<file path="config.mk">
export PLATFORM = sky130hd
export DESIGN_NAME = dram_device_flat
export DESIGN_NICKNAME = d
export VERILOG_FILES = /design/src/rtl/dram_cmd_pkg.sv /design/src/rtl/dram_link_if.sv /design/src/rtl/dram_device.sv /design/src/flat_wrapper.sv
export SDC_FILE = /design/constraint.sdc
export NUM_CORES = 1
export LEC_CHECK = 0
export CAP_MARGIN = 0
export CORE_UTILIZATION = 25
export CTS_CLUSTER_DIAMETER = 80
export DETAILED_ROUTE_END_ITERATION = 10
export DONT_BUFFER_PORTS = 1
export GPL_TIMING_DRIVEN = 1
export HOLD_SLACK_MARGIN = 0.03
export PLACE_DENSITY = 0.45
export SYNTH_ARGS = -nofsm -noshare
export SYNTH_HDL_FRONTEND = slang
export SYNTH_SLANG_ARGS = --single-unit
</file>
<file path="constraint.sdc">
create_clock -name clock_in -period 2.5 [get_ports clock_in]
set_clock_uncertainty 0.15 [all_clocks]
set_input_delay 0.625 -clock clock_in [delete_from_list [all_inputs] [get_ports clock_in]]
set_output_delay 0.625 -clock clock_in [all_outputs]
set_load 0.05 [all_outputs]
</file>
<file path="src/rtl/dram_cmd_pkg.sv">
package dram_cmd_pkg;
   // link widths
   localparam int CA_W = 10;
   localparam int BANK_W = 3;
   localparam int NBANK = 8;
   localparam int COL_W = 10;
   localparam int ROW_W = 13;
   // rising-half encodings on cmd_addr_bus bits [3:0] / [2:0] / [1:0]
   localparam logic [3:0] ENC_PRE = 4'hB;
   localparam logic [3:0] ENC_MRW = 4'h0;
   localparam logic [2:0] ENC_NOP = 3'h7;
   localparam logic [2:0] ENC_DPD = 3'h3;
   localparam logic [2:0] ENC_SELF_REFRESH_STATE = 3'h4;
   localparam logic [2:0] ENC_WR = 3'h1;
   localparam logic [2:0] ENC_RD = 3'h5;
   localparam logic [1:0] ENC_ACT = 2'h2;
   // field positions on the link
   localparam int AB_BIT = 4;
   localparam int AP_BIT = 0;
   localparam int BANK_LSB = 7;
   // device states, gray along power-on, reset, idle, active, power-down
   typedef enum logic [3:0] {
      ST_POWER_ON = 4'h0,
      ST_RESETTING = 4'h1,
      ST_IDLE = 4'h3,
      ST_ACTIVE = 4'h2,
      ST_ACTIVE_PD = 4'h6,
      ST_IDLE_PD = 4'h7,
      ST_RESET_PD = 4'h5,
      ST_SELF_REFRESH = 4'h4,
      ST_DEEP_PD = 4'hC
   } dev_state_e;
   // decoded command kinds reported by the device
   localparam logic [2:0] K_NONE = 3'h0;
   localparam logic [2:0] K_ACT = 3'h1;
   localparam logic [2:0] K_RD = 3'h2;
   localparam logic [2:0] K_WR = 3'h3;
   localparam logic [2:0] K_PRE = 3'h4;
   localparam logic [2:0] K_MRW = 3'h5;
   // controller operation codes written to the command register
   localparam logic [3:0] OP_ACT = 4'h1;
   localparam logic [3:0] OP_RD = 4'h2;
   localparam logic [3:0] OP_WR = 4'h3;
   localparam logic [3:0] OP_PRE = 4'h4;
   localparam logic [3:0] OP_MRW = 4'h5;
   localparam logic [3:0] OP_PD = 4'h6;
   localparam logic [3:0] OP_SELF_REFRESH_STATE = 4'h7;
   localparam logic [3:0] OP_DPD = 4'h8;
   localparam logic [3:0] OP_EXIT = 4'h9;
   // controller register offsets and command field positions
   localparam logic [11:0] REG_CMD = 12'h000;
   localparam logic [11:0] REG_STATUS = 12'h004;
   localparam int F_BANK = 4;
   localparam int F_FLAG = 7;
   localparam int F_ADDR = 8;
   // timing, figures in ns, counts at the 25 MHz clock (least times round up)
   localparam int CLK_MHZ = 25;
   localparam int PD_EXIT_NS = 8;
   localparam int SR_EXIT_NS = 140;
   localparam int INIT_WAIT_NS = 10000;
   localparam int MIN_TOGGLES = 2;
   localparam int PD_EXIT_CYC_RAW = (PD_EXIT_NS * CLK_MHZ + 999) / 1000;
   localparam int SR_EXIT_CYC_RAW = (SR_EXIT_NS * CLK_MHZ + 999) / 1000;
   localparam int PD_EXIT_CYC = PD_EXIT_CYC_RAW < MIN_TOGGLES ? MIN_TOGGLES : PD_EXIT_CYC_RAW;
   localparam int SR_EXIT_CYC = SR_EXIT_CYC_RAW < MIN_TOGGLES ? MIN_TOGGLES : SR_EXIT_CYC_RAW;
   localparam int INIT_WAIT_CYC = (INIT_WAIT_NS * CLK_MHZ + 999) / 1000;
endpackage

</file>
<file path="src/rtl/dram_link_if.sv">
`timescale 1ns/1ps
// command link between memory controller and dram device
interface dram_link_if;
   import dram_cmd_pkg::*;
   logic cs_n; // chip select, active low
   logic cke; // clock enable pin
   logic [CA_W-1:0] ca_rise; // cmd_addr_bus rising-edge half
   logic [CA_W-1:0] ca_fall; // cmd_addr_bus falling-edge half
   modport device (input cs_n, input cke, input ca_rise, input ca_fall);
   modport controller (output cs_n, output cke, output ca_rise, output ca_fall);
endinterface

</file>
<file path="src/rtl/dram_device.sv">
`timescale 1ns/1ps
// Overview of operation
// - commands from chip select, bits 0-3, cke
// - sample at rising edge, compare previous cke
// - one cycle: rising set, then falling set
// - bank-select bits choose the bank
// - auto-precharge flag closes bank after access
// - precharge encoding; all-bank flag ignores bank
// - lowest column bit is always zero
// - controller may float bus while deselected
// - controller may float pins in low power
// - self-refresh and deep exits need no clock
// - cke low twice: stay, ignore bus
// - exit active power-down to active
// - exit idle power-down to idle
// - resetting exit: idle if init wait done
// - deep power-down exit goes to power-on
// - only nops during power-down exit time
// - only nops during self-refresh exit time
// - self-refresh: outputs hi-z or terminated
// - cke high twice: ordinary command decode
// - controller avoids illegal state/cke combinations; this one may send deep power-down while active, leaving cke low
// - next state from prior state and command
// - nop: deselect or bits 0-2 high
module dram_device #(
   parameter int INIT_CYC = dram_cmd_pkg::INIT_WAIT_CYC
) (
   input wire logic clock_in,
   input wire logic rst_in,
   input wire logic ce_in,
   dram_link_if.device link,
   input wire logic odt_en_in,
   output dram_cmd_pkg::dev_state_e state_out,
   output logic cmd_valid_out,
   output logic [2:0] cmd_kind_out,
   output logic [dram_cmd_pkg::BANK_W-1:0] bank_out,
   output logic [dram_cmd_pkg::COL_W-1:0] column_out,
   output logic [dram_cmd_pkg::ROW_W-1:0] row_out,
   output logic auto_precharge_out,
   output logic all_bank_out,
   output logic [dram_cmd_pkg::NBANK-1:0] open_banks_out,
   output logic init_done_out,
   output logic wake_out,
   output logic dq_hiz_out,
   output logic dq_term_out
);
   import dram_cmd_pkg::*;

   dev_state_e state_r, state_nxt; // power state
   logic cke_prev_r; // cke at the previous rising edge
   logic [NBANK-1:0] mask_r, mask_nxt; // open rows per bank
   logic [2:0] pend_r; // command kind waiting for its falling half
   logic [CA_W-1:0] rise_r; // rising half of that command
   logic [CA_W-1:0] fall_r; // falling half captured at the negedge
   logic [31:0] init_cnt_r; // final_init_wait counter
   logic dq_hiz_r, dq_term_r; // output pad mode while self-refreshing
   logic valid_r; // one-cycle report strobe
   logic ap_r; // auto_precharge_flag of the reported access

   // decoded pin levels at this rising edge
   logic cs_n, cke, both_hi, fall_edge, rise_edge, both_lo;
   logic is_nop, is_pre, is_dpd, is_self_refresh_state, is_act, is_wr, is_rd, is_mrw;
   logic [BANK_W-1:0] rbank;
   logic [2:0] kind;

   assign cs_n = link.cs_n;
   assign cke = link.cke;
   // cke at edge n against edge n-1 picks the table in use
   assign both_hi = cke_prev_r & cke;
   assign fall_edge = cke_prev_r & ~cke;
   assign rise_edge = ~cke_prev_r & cke;
   assign both_lo = ~cke_prev_r & ~cke;
   // bus bits are only read when chip select is low, so a floated bus is harmless
   assign is_nop = cs_n | (link.ca_rise[2:0] == ENC_NOP);
   assign is_pre = ~cs_n & (link.ca_rise[3:0] == ENC_PRE);
   assign is_mrw = ~cs_n & (link.ca_rise[3:0] == ENC_MRW);
   assign is_dpd = ~cs_n & (link.ca_rise[2:0] == ENC_DPD);
   assign is_self_refresh_state = ~cs_n & (link.ca_rise[2:0] == ENC_SELF_REFRESH_STATE);
   assign is_act = ~cs_n & (link.ca_rise[1:0] == ENC_ACT);
   assign is_wr = ~cs_n & (link.ca_rise[2:0] == ENC_WR);
   assign is_rd = ~cs_n & (link.ca_rise[2:0] == ENC_RD);
   assign rbank = link.ca_rise[BANK_LSB +: BANK_W];

   // ordinary command kind, only meaningful with cke high twice
   always_comb begin
      kind = K_NONE;
      if (!both_hi || is_nop) begin
         kind = K_NONE; // nop or a power transition, nothing to report
      end else if (is_pre) begin
         kind = K_PRE;
      end else if (is_mrw) begin
         kind = K_MRW;
      end else if (is_act) begin
         kind = K_ACT;
      end else if (is_wr) begin
         kind = K_WR;
      end else if (is_rd) begin
         kind = K_RD;
      end
   end

   // open-bank bookkeeping: activate opens, precharge and auto-precharge close
   always_comb begin
      mask_nxt = mask_r;
      if (pend_r == K_RD || pend_r == K_WR) begin
         if (fall_r[AP_BIT]) begin
            mask_nxt[rise_r[BANK_LSB +: BANK_W]] = 1'b0;
         end
      end
      if (kind == K_ACT) begin
         mask_nxt[rbank] = 1'b1;
      end else if (kind == K_PRE) begin
         if (link.ca_rise[AB_BIT]) begin
            mask_nxt = '0; // bank bits are don't care here
         end else begin
            mask_nxt[rbank] = 1'b0;
         end
      end
   end

   // power-state transitions from the state before edge n and command n
   always_comb begin
      state_nxt = state_r;
      case (state_r)
         ST_POWER_ON: begin
            if (kind == K_MRW) begin
               state_nxt = ST_RESETTING;
            end
         end
         ST_RESETTING: begin
            if (fall_edge && cs_n) begin
               state_nxt = ST_RESET_PD;
            end else if (both_hi && init_done_out) begin
               state_nxt = ST_IDLE;
            end
         end
         ST_IDLE, ST_ACTIVE: begin
            if (fall_edge) begin
               if (state_r == ST_ACTIVE && cs_n) begin
                  state_nxt = ST_ACTIVE_PD;
               end else if (cs_n) begin
                  state_nxt = ST_IDLE_PD;
               end else if (state_r == ST_IDLE && is_self_refresh_state) begin
                  state_nxt = ST_SELF_REFRESH;
               end else if (state_r == ST_IDLE && is_dpd) begin
                  state_nxt = ST_DEEP_PD;
               end
            end else if (both_hi) begin
               if (state_r == ST_IDLE && kind == K_MRW) begin
                  state_nxt = ST_RESETTING;
               end else begin
                  state_nxt = (|mask_nxt) ? ST_ACTIVE : ST_IDLE;
               end
            end
         end
         ST_ACTIVE_PD: begin
            if (rise_edge && cs_n) begin
               state_nxt = ST_ACTIVE;
            end
         end
         ST_IDLE_PD: begin
            if (rise_edge && cs_n) begin
               state_nxt = ST_IDLE;
            end
         end
         ST_RESET_PD: begin
            if (rise_edge && cs_n) begin
               state_nxt = init_done_out ? ST_IDLE : ST_RESETTING;
            end
         end
         ST_SELF_REFRESH: begin
            if (rise_edge && cs_n) begin
               state_nxt = ST_IDLE;
            end
         end
         ST_DEEP_PD: begin
            if (rise_edge && cs_n) begin
               state_nxt = ST_POWER_ON;
            end
         end
         default: begin
            state_nxt = ST_POWER_ON;
         end
      endcase
      // cke low at both edges: nothing moves, bus and select ignored
      if (both_lo) begin
         state_nxt = state_r;
      end
   end

   // state, cke history and open banks
   always_ff @(posedge clock_in) begin
      if (rst_in) begin
         state_r <= ST_POWER_ON;
         cke_prev_r <= 1'b0;
         mask_r <= '0;
      end else if (ce_in) begin
         state_r <= state_nxt;
         cke_prev_r <= cke;
         mask_r <= (state_nxt == ST_POWER_ON) ? '0 : mask_nxt;
      end
   end

   // rising half held until its falling half has been captured
   always_ff @(posedge clock_in) begin
      if (rst_in) begin
         pend_r <= K_NONE;
         rise_r <= '0;
      end else if (ce_in) begin
         pend_r <= kind;
         rise_r <= link.ca_rise;
      end
   end

   // falling half of the cycle's command
   always_ff @(negedge clock_in) begin
      if (rst_in) begin
         fall_r <= '0;
      end else if (ce_in) begin
         fall_r <= link.ca_fall;
      end
   end

   // field report, one cycle after the command's rising edge
   always_ff @(posedge clock_in) begin
      if (rst_in) begin
         valid_r <= 1'b0;
         cmd_kind_out <= K_NONE;
         bank_out <= '0;
         column_out <= '0;
         row_out <= '0;
         ap_r <= 1'b0;
         all_bank_out <= 1'b0;
      end else if (ce_in) begin
         valid_r <= (pend_r != K_NONE);
         cmd_kind_out <= pend_r;
         bank_out <= rise_r[BANK_LSB +: BANK_W];
         // column bit zero is never sent
         column_out <= {fall_r[7:1], rise_r[6:5], 1'b0};
         row_out <= {rise_r[6:2], fall_r[7:0]};
         ap_r <= (pend_r == K_RD || pend_r == K_WR) & fall_r[AP_BIT];
         all_bank_out <= (pend_r == K_PRE) & rise_r[AB_BIT];
      end
   end

   // final_init_wait runs while resetting, also through resetting power-down
   always_ff @(posedge clock_in) begin
      if (rst_in) begin
         init_cnt_r <= '0;
      end else if (ce_in) begin
         if (state_r == ST_POWER_ON) begin
            init_cnt_r <= '0;
         end else if (init_cnt_r < INIT_CYC) begin
            init_cnt_r <= init_cnt_r + 32'h1;
         end
      end
   end

   // pad mode follows the termination setting on every cycle in self-refresh
   always_ff @(posedge clock_in) begin
      if (rst_in) begin
         dq_hiz_r <= 1'b0;
         dq_term_r <= 1'b0;
      end else if (ce_in) begin
         dq_hiz_r <= (state_nxt == ST_SELF_REFRESH) & ~odt_en_in;
         dq_term_r <= (state_nxt == ST_SELF_REFRESH) & odt_en_in;
      end
   end

   // wake is pure logic on the pin so it works with the clock stopped
   assign wake_out = ((state_r == ST_SELF_REFRESH) || (state_r == ST_DEEP_PD)) & cke;
   assign init_done_out = (init_cnt_r >= INIT_CYC);
   assign state_out = state_r;
   assign cmd_valid_out = valid_r;
   assign auto_precharge_out = ap_r;
   assign open_banks_out = mask_r;
   assign dq_hiz_out = dq_hiz_r;
   assign dq_term_out = dq_term_r;
endmodule

</file>
<file path="src/flat_wrapper.sv">
// flat-port wrapper written by rule: the top's interface ports become plain ports
module dram_device_flat import dram_cmd_pkg::*;
#(
   parameter int INIT_CYC = dram_cmd_pkg::INIT_WAIT_CYC
)
  (clock_in, rst_in, ce_in, odt_en_in, state_out, cmd_valid_out, cmd_kind_out, bank_out, column_out, row_out, auto_precharge_out, all_bank_out, open_banks_out, init_done_out, wake_out, dq_hiz_out, dq_term_out, link_cs_n, link_cke, link_ca_rise, link_ca_fall);
  dram_link_if link_i ();
  input wire logic clock_in;
  input wire logic rst_in;
  input wire logic ce_in;
  input wire logic odt_en_in;
  output dram_cmd_pkg::dev_state_e state_out;
  output logic cmd_valid_out;
  output logic [2:0] cmd_kind_out;
  output logic [dram_cmd_pkg::BANK_W-1:0] bank_out;
  output logic [dram_cmd_pkg::COL_W-1:0] column_out;
  output logic [dram_cmd_pkg::ROW_W-1:0] row_out;
  output logic auto_precharge_out;
  output logic all_bank_out;
  output logic [dram_cmd_pkg::NBANK-1:0] open_banks_out;
  output logic init_done_out;
  output logic wake_out;
  output logic dq_hiz_out;
  output logic dq_term_out;
  input wire logic [$bits(link_i.cs_n)-1:0] link_cs_n;
  input wire logic [$bits(link_i.cke)-1:0] link_cke;
  input wire logic [$bits(link_i.ca_rise)-1:0] link_ca_rise;
  input wire logic [$bits(link_i.ca_fall)-1:0] link_ca_fall;
  assign link_i.cs_n = link_cs_n;
  assign link_i.cke = link_cke;
  assign link_i.ca_rise = link_ca_rise;
  assign link_i.ca_fall = link_ca_fall;
  dram_device #(.INIT_CYC(INIT_CYC)) u_core (.clock_in(clock_in), .rst_in(rst_in), .ce_in(ce_in), .link(link_i), .odt_en_in(odt_en_in), .state_out(state_out), .cmd_valid_out(cmd_valid_out), .cmd_kind_out(cmd_kind_out), .bank_out(bank_out), .column_out(column_out), .row_out(row_out), .auto_precharge_out(auto_precharge_out), .all_bank_out(all_bank_out), .open_banks_out(open_banks_out), .init_done_out(init_done_out), .wake_out(wake_out), .dq_hiz_out(dq_hiz_out), .dq_term_out(dq_term_out));
endmodule
</file>
# Word level (Yosys, flattened, before mapping)
# Index checks and enable logic that the tools add are counted.
[classes] reduce_logical=22 n_addsub=1 n_mux=36 eq_ne=22 bitwise_logic=26 order_cmp=6
[ops] op="$mux W32" n=2
[ops] op="$mux W4" n=15
[ops] op="$mux W8" n=6
[ops] op="$add A32 B1 Y32 const B" n=1
[ops] op="$ge A32 B8 Y1 const B" n=1
[ops] op="$lt A32 B8 Y1 const B" n=1
[ops] op="$pmux W4 S7" n=1
[ops] op="$eq A4 B3 Y1 const B" n=5
[ops] op="$eq A3 B3 Y1 const B" n=6
[ops] op="$and A1 B1 Y1" n=16
[ops] op="$and A8 B8 Y8" n=2
[ops] op="$not A8 Y8" n=2
[ops] op="$mux W3" n=5
[ops] op="$logic_not A4 Y1" n=3
[ops] op="$eq A3 B2 Y1 const B" n=3
[ops] op="$logic_and A1 B1 Y1" n=9
[ops] op="$eq A4 B2 Y1 const B" n=2
[ops] op="$eq A4 B4 Y1 const B" n=2
[ops] op="$lt A3 B4 Y1 const B" n=2
[ops] op="$or A8 B8 Y8" n=1
[ops] op="$reduce_or A8 Y1" n=1
[ops] op="$demux W1 S3" n=2
[ops] op="$eq A3 B1 Y1 const B" n=2
[ops] op="$ge A3 B1 Y1 const B" n=2
[ops] op="12 further kinds" n=21
[word_totals] output_inout_bits=48 wordCells=129 input_bits=26 regBits=99

# Longest topological paths before layout
# Gate-level depths: netlist (run 1).
[logic_depth] ltp_word=21 mapped_depth=7 ltp_nobuf=6

==> results.yml, run 1 <==
finish:
  fin_nets: 499
  final.fill_count: 1683
  final_antenna_diode_count: 0
  final_cell_count_no_fill: 692
  area_growth_pct: 20.2
  final_core_utilization: 0.307
  finish.instance_area_um2: 4870
  drive_above_1_share: 0.189
die:
  die_x_um: 129
  dieArea_um2: 16700
  placementRows: 46
  initial_utilization: 0.255
  top_level_ports: 74
  core_area_um2: 15900
  fp.dieH_um: 129
yosys:
  post_synth_arst_share: 0
  mappedNetlistArea_um2: 4060
  synthesis.yosys.warnings: 0
  synth.avg_cell_area_um2: 8.95
  synth_seq_cells: 88
  synth_commonest_cells: "88 x dfxtp_1, 70 x nor2_1, 39 x nand2_1"
  synth.distinct_cells: 66
  synth-main-ff-cell: "dfxtp_1"
  post_synth_main_area_contributors: "dfxtp_1 43%, mux2i_1 8.9%, nor2_1 6.5%"
  post_synth_top_area_cell: "dfxtp_1"
  post_synth_fa_ha_maj_area_fraction: 0.00617
  number_of_enable_type_register_cells_in_the_synthesized_netlist: 0
  dominant_combinational_cell_family_by_area_after_synthesis: "simple AND/OR/NAND/NOR gates"
  synth_cells: 453
  yosysTopAreaCellShare: 0.434
  yosys.cell_count.top_type: "dfxtp_1"
  synth-simple-area-share: 0.250
  synthMuxAreaShare: 0.0889
  ys_seq_area_frac: 0.434
  synth-compound-area-share: 0.147
  post_synth_xor_area_fraction: 0.0108
  syn_nets: 481
cts:
  ctsRootBufferMaster: "clkbuf_16"
  cts_htree_levels: 3
  clock-sinks: 88
  clock_tree.buffer_depth: 2
  worst_skew_pair.late_latency_ns: 0.40
  hold_buffers: 0
  tritoncts: "done"
  clk_slew_on_worst_s_h_paths_ns: 0.06
  cts_inserted_buffers: 9
place:
  place_congestion: 0.857
  number_of_port_buffers: 0
  dpl-instance-area_um2: 4350
  place.detailed.hpwl_um: 7070
  post-place-cells: 660
setup_path:
  critical_path_peak_fanout: 4
  critical_path.max_stage_delay_ns: 0.39
  criticalPathCategory: "reg -> reg"
  capturing_element_type_of_the_critical_path: "register"
  worst_ep_required_time_ns: 2.62
  startpoint_type: "register"
  crit_arrival_ns: 3.01
  worst_path_cell_chain: "or3b_4 -> o221ai_2 -> and4_1 -> a311oi_1 -> nor3_1"
  cp_slowest_cell: "or3b_4"
timing:
  setup-violations-final: 10
  smallest_setup_slack_after_layout_ns: -0.397
  worst_hold_slack_ns: 0.212
  setup_total_negative_slack_ns: -1.54
  slew_headroom: 0.549
  tightestPinTransition_ns: 0.674
  final-hold-violation-count: 0
  report.final.slew_viol_count: 0
  rsz0062_at_grt: "true"
drt:
  met2RoutedLength_um: 4770
  top_layer: "met4"
  drtIter0Drc: 117
  via_density_per_instance: 4.80
  detail_route.drc_violations: 0
  post_drt_antenna_nets: 0
  drt-wirelength-per-cell_um: 14.9
  detail_route.wirelength.met1_um: 4690
  detailroute.wirelength.met3_um: 699
  route.vias.total: 3320
  drt_first_pass_iters: 4
  wl_um: 10300
outcome:
  failed_checks: "setup timing"
  outcome: "complete, but fails checks"
global_route:
  grt_max_degree: 53
  grt_use_total: 0.126
  antenna_found_initial: 0
  first_global_vias: 3217
  global_route_wire_length_before_repair_um: 16400
  grt_remaining_overflow: 0
job:
  max_cap_viol_count: 0
power:
  leakage_nw: 2.00
  ir_drop_v: 0.000427
  power_density_nw_per_um2: 656
worst_hold_path:
  holdCritPathClass: "in -> reg"
-- worst paths after layout --
kind	startpoint	to	slack (ns)	cells past startpoint
max	u_core.fall_r[0]	u_core.state_out[0]	-0.40	5
max reg2reg	u_core.fall_r[0]	u_core.state_out[0]	-0.40	5
min reg2reg	u_core.init_cnt_r[7]	u_core.init_cnt_r[7]	0.31	2
min	rst_in	u_core.state_out[3]	0.21	1
-- through the flow --
| step | total power, mW | setup slack (ns) |
|---|---|---|
| after floorplan | 1.75 | -0.269 |
| after global placement | 1.76 | -0.311 |
| after detailed placement | 1.76 | -0.296 |
| after CTS | 3.23 | -0.344 |
| after global routing | 3.35 | -0.498 |
| final | 3.20 | -0.397 |
-- final cells by class --
type                       instances  area [µm²]  share of cell area
multi-input combinational        318        2150               0.442
inverter                          10        53.8              0.0110
clock buffer                      12         236              0.0485
timing repair buffer              36         278              0.0570
tap                              216         270              0.0555
clock inverter                    12         108              0.0221
sequential                        88        1770               0.364
-- flip-flops by register name (all words and copies together), names as in the netlist --
signal	flops
u_core.open_banks_out	8
u_core.row_out	12
u_core.all_bank_out	1
u_core.pend_r	3
u_core.cke_prev_r	1
u_core.init_cnt_r	32
u_core.state_out	4
u_core.rise_r	8
u_core.cmd_valid_out	1
u_core.column_out	1
u_core.fall_r	8
u_core.dq_hiz_out	1
u_core.bank_out	3
u_core.cmd_kind_out	3
u_core.auto_precharge_out	1
u_core.dq_term_out	1
-- worst max-delay path, delay by kind of cell (launching register included) --
family	cells	cell delay, ns
compound gates	2	0.27
simple gates	3	0.75
flops	1	0.35
-- cells in the final DEF (no fill, tap or decap), types with 5 or more instances in the layout --
cell type,count
dfxtp_1,81
nor2_1,70
nand2_1,39
mux2i_1,36
buf_4,34
and3_1,19
inv_1,16
a21oi_1,13
a31oi_1,12
o21ai_1,11
clkbuf_16,9
and4_1,6
nand4_1,6
dfxtp_2,6
o31ai_1,5
a211oi_1,5
nor3_1,5
-- layer usage --
metal	vias to the layer above	global-route usage
met5	-	0
met1	1579	0.158
li1	1649	-
met4	0	0.0471
met3	12	0.0396
met2	80	0.201
-- kinds of logic after synthesis --
family	after synthesis
buffers and inverters	47
xor gates and xnor gates	5
adders and majority gates	2
muxes	36
and+or+nand+nor	189
other	1
DFF	88
AOI/OAI and AO/OA	85
-- report_power, final --
part           leakage, nW  switching (mW)  internal [mW]  total, mW
Sequential           0.718          0.0456           1.43       1.48
Clock                0.194           0.585          0.898       1.48
Combinational         1.08           0.144         0.0899      0.234
-- timing repair --
action / 4_1_cts / 5_1_grt
endpoints found under the hold margin: 0 / 0
pin swaps: 9 / 10
gates resized for setup: 12 / 20
setup endpoints to repair: 9 / 10
buffers inserted: 2 / 7
Power figures use the tool's default switching activity.
==> run 2, diff against run 1 <==
--- a/config.mk
+++ b/config.mk
@@ -8,11 +8,13 @@
 export CAP_MARGIN = 0
 export CORE_UTILIZATION = 25
 export CTS_CLUSTER_DIAMETER = 80
+export CTS_CLUSTER_SIZE = 40
 export DETAILED_ROUTE_END_ITERATION = 10
 export DONT_BUFFER_PORTS = 1
 export GPL_TIMING_DRIVEN = 1
 export HOLD_SLACK_MARGIN = 0.03
 export PLACE_DENSITY = 0.45
+export SETUP_SLACK_MARGIN = 0.4
 export SYNTH_ARGS = -nofsm -noshare
 export SYNTH_HDL_FRONTEND = slang
 export SYNTH_SLANG_ARGS = --single-unit
==> results.yml, run 2 (same netlist as run 1, synthesis figures left out) <==
outcome:
  outcome: "complete, but fails checks"
  failed_checks: "setup timing"
cts:
  cts_inserted_buffers: 9
  clock_tree.buffer_depth: 2
  cts_htree_levels: 3
  clk_slew_on_worst_s_h_paths_ns: 0.06
  ctsRootBufferMaster: "clkbuf_16"
  clock-sinks: 88
  worst_skew_pair.late_latency_ns: 0.39
  tritoncts: "done"
place:
  number_of_port_buffers: 0
  detailedPlace.worstSlack_ns: -0.348
  place.detailed.hpwl_um: 7110
  place_congestion: 0.868
timing:
  rsz0062_at_grt: "true"
  setup-violations-final: 10
  setup_total_negative_slack_ns: -1.88
  report.final.slew_viol_count: 0
  slew_headroom: 0.506
  smallest_setup_slack_after_layout_ns: -0.396
  final-hold-violation-count: 0
  tightestPinTransition_ns: 0.738
  worst_hold_slack_ns: 0.206
finish:
  layout_common_cells: "80 x dfxtp_1, 70 x nor2_1, 38 x nand2_1"
  fin_nets: 498
  largest_register_ffs: 32
  area_growth_pct: 23.0
  final.fill_count: 1701
  final_core_utilization: 0.314
  largest_registers: "u_core.init_cnt_r: 32 flops, u_core.row_out: 12 flops"
  final_antenna_diode_count: 0
  drive_above_1_share: 0.225
  ff_latch_area_um2: 1780
  most_common_library_cell_in_the_layout_ignoring_fill_and_taps: "dfxtp_1"
  multi_input_comb_area_um2: 2270
  registers.top_by_ff_count: "u_core.init_cnt_r"
setup_path:
  ff2ff_path_depth: 5
  critical_path_peak_fanout: 4
  critical_path.reg2reg.endpoint: "u_core.state_out[0]"
  startpoint_type: "register"
  crit_arrival_ns: 3.02
  reg2reg_from: "u_core.fall_r[0]"
  r2r_slack_ns: -0.40
  timing.critical_path.from: "u_core.fall_r[0]"
  timing.critical_path.to: "u_core.state_out[0]"
  capturing_element_type_of_the_critical_path: "register"
  criticalPathCategory: "reg -> reg"
  worst_ep_required_time_ns: 2.62
drt:
  via_density_per_instance: 4.83
  detail_route.drc_violations: 0
  drt-wirelength-per-cell_um: 15.1
  route.vias.total: 3340
  post_drt_antenna_nets: 0
  wl_um: 10400
  drtIter0Drc: 132
  drt_first_pass_iters: 4
global_route:
  grt_remaining_overflow: 0
  first_global_vias: 3335
  antenna_found_initial: 0
  grt_use_total: 0.132
  global_route_wire_length_before_repair_um: 17100
  grt_max_degree: 53
power:
  leakage_nw: 2.03
  power_density_nw_per_um2: 616
  ir_drop_v: 0.000319
die:
  top_level_ports: 74
  dieArea_um2: 16700
  placementRows: 46
  initial_utilization: 0.255
  core_area_um2: 15900
  die_x_um: 129
  fp.dieH_um: 129
worst_hold_path:
  holdCritPathClass: "in -> reg"
job:
  max_cap_viol_count: 0
## run 2: power breakdown
group	internal (mW)	switching (mW)	leakage, nW
Clock	0.768	0.591	0.192
Combinational	0.0922	0.146	1.12
Sequential	1.43	0.0463	0.719
Total	2.29	0.783	2.03
## run 2: how the worst min path moves through the flow
stage | start | endpoint | slack (ns) | depth (start not counted)
after global routing | rst_in | u_core.cke_prev_r | 0.19 | 1
after CTS | rst_in | u_core.cke_prev_r | 0.19 | 1
after floorplan | u_core.init_cnt_r[7] | u_core.init_cnt_r[7] | 0.27 | 2
final | rst_in | u_core.state_out[0] | 0.21 | 1
after global placement | u_core.init_cnt_r[7] | u_core.init_cnt_r[7] | 0.29 | 2
after detailed placement | u_core.init_cnt_r[7] | u_core.init_cnt_r[7] | 0.29 | 2
## run 2: layer usage
metal  vias up  GRT usage  wire length [µm]
met5         -          0                 0
met1      1611      0.159              4710
met2        62      0.217              4950
met3        15     0.0396               561
li1       1652          -                 -
met4         0     0.0588               193
## run 2: layout make-up
cell class                      count  area share
Clock buffer                       11      0.0486
Clock inverter                     13      0.0145
Multi-Input combinational cell    318       0.455
Inverter                           10      0.0108
Timing Repair Buffer               35      0.0604
Tap cell                          216      0.0542
Sequential cell                    88       0.357
## run 2: metrics by stage
step	std cells	power [mW]	area [µm²]
2_1_floorplan	453	1.76	4170
3_3_place_gp	657	1.75	4370
3_5_place_dp	657	1.76	4370
4_1_cts	687	3.11	4770
5_1_grt	691	3.21	4990
6_report	691	3.08	4990
## run 2: critical path: stages, from the launching register on
cell      delay, ns
dfxtp_4        0.35
or3b_4         0.39
o221ai_2       0.19
and4_1         0.23
a311oi_1       0.08
nor3_1         0.12
## run 2: what timing repair did
item,in CTS,in global routing
setup endpoints to repair,14,26
hold buffers,0,0
endpoints found under the hold margin,0,0
pin swaps,7,9
resized for setup,10,38
buffers inserted,7,4
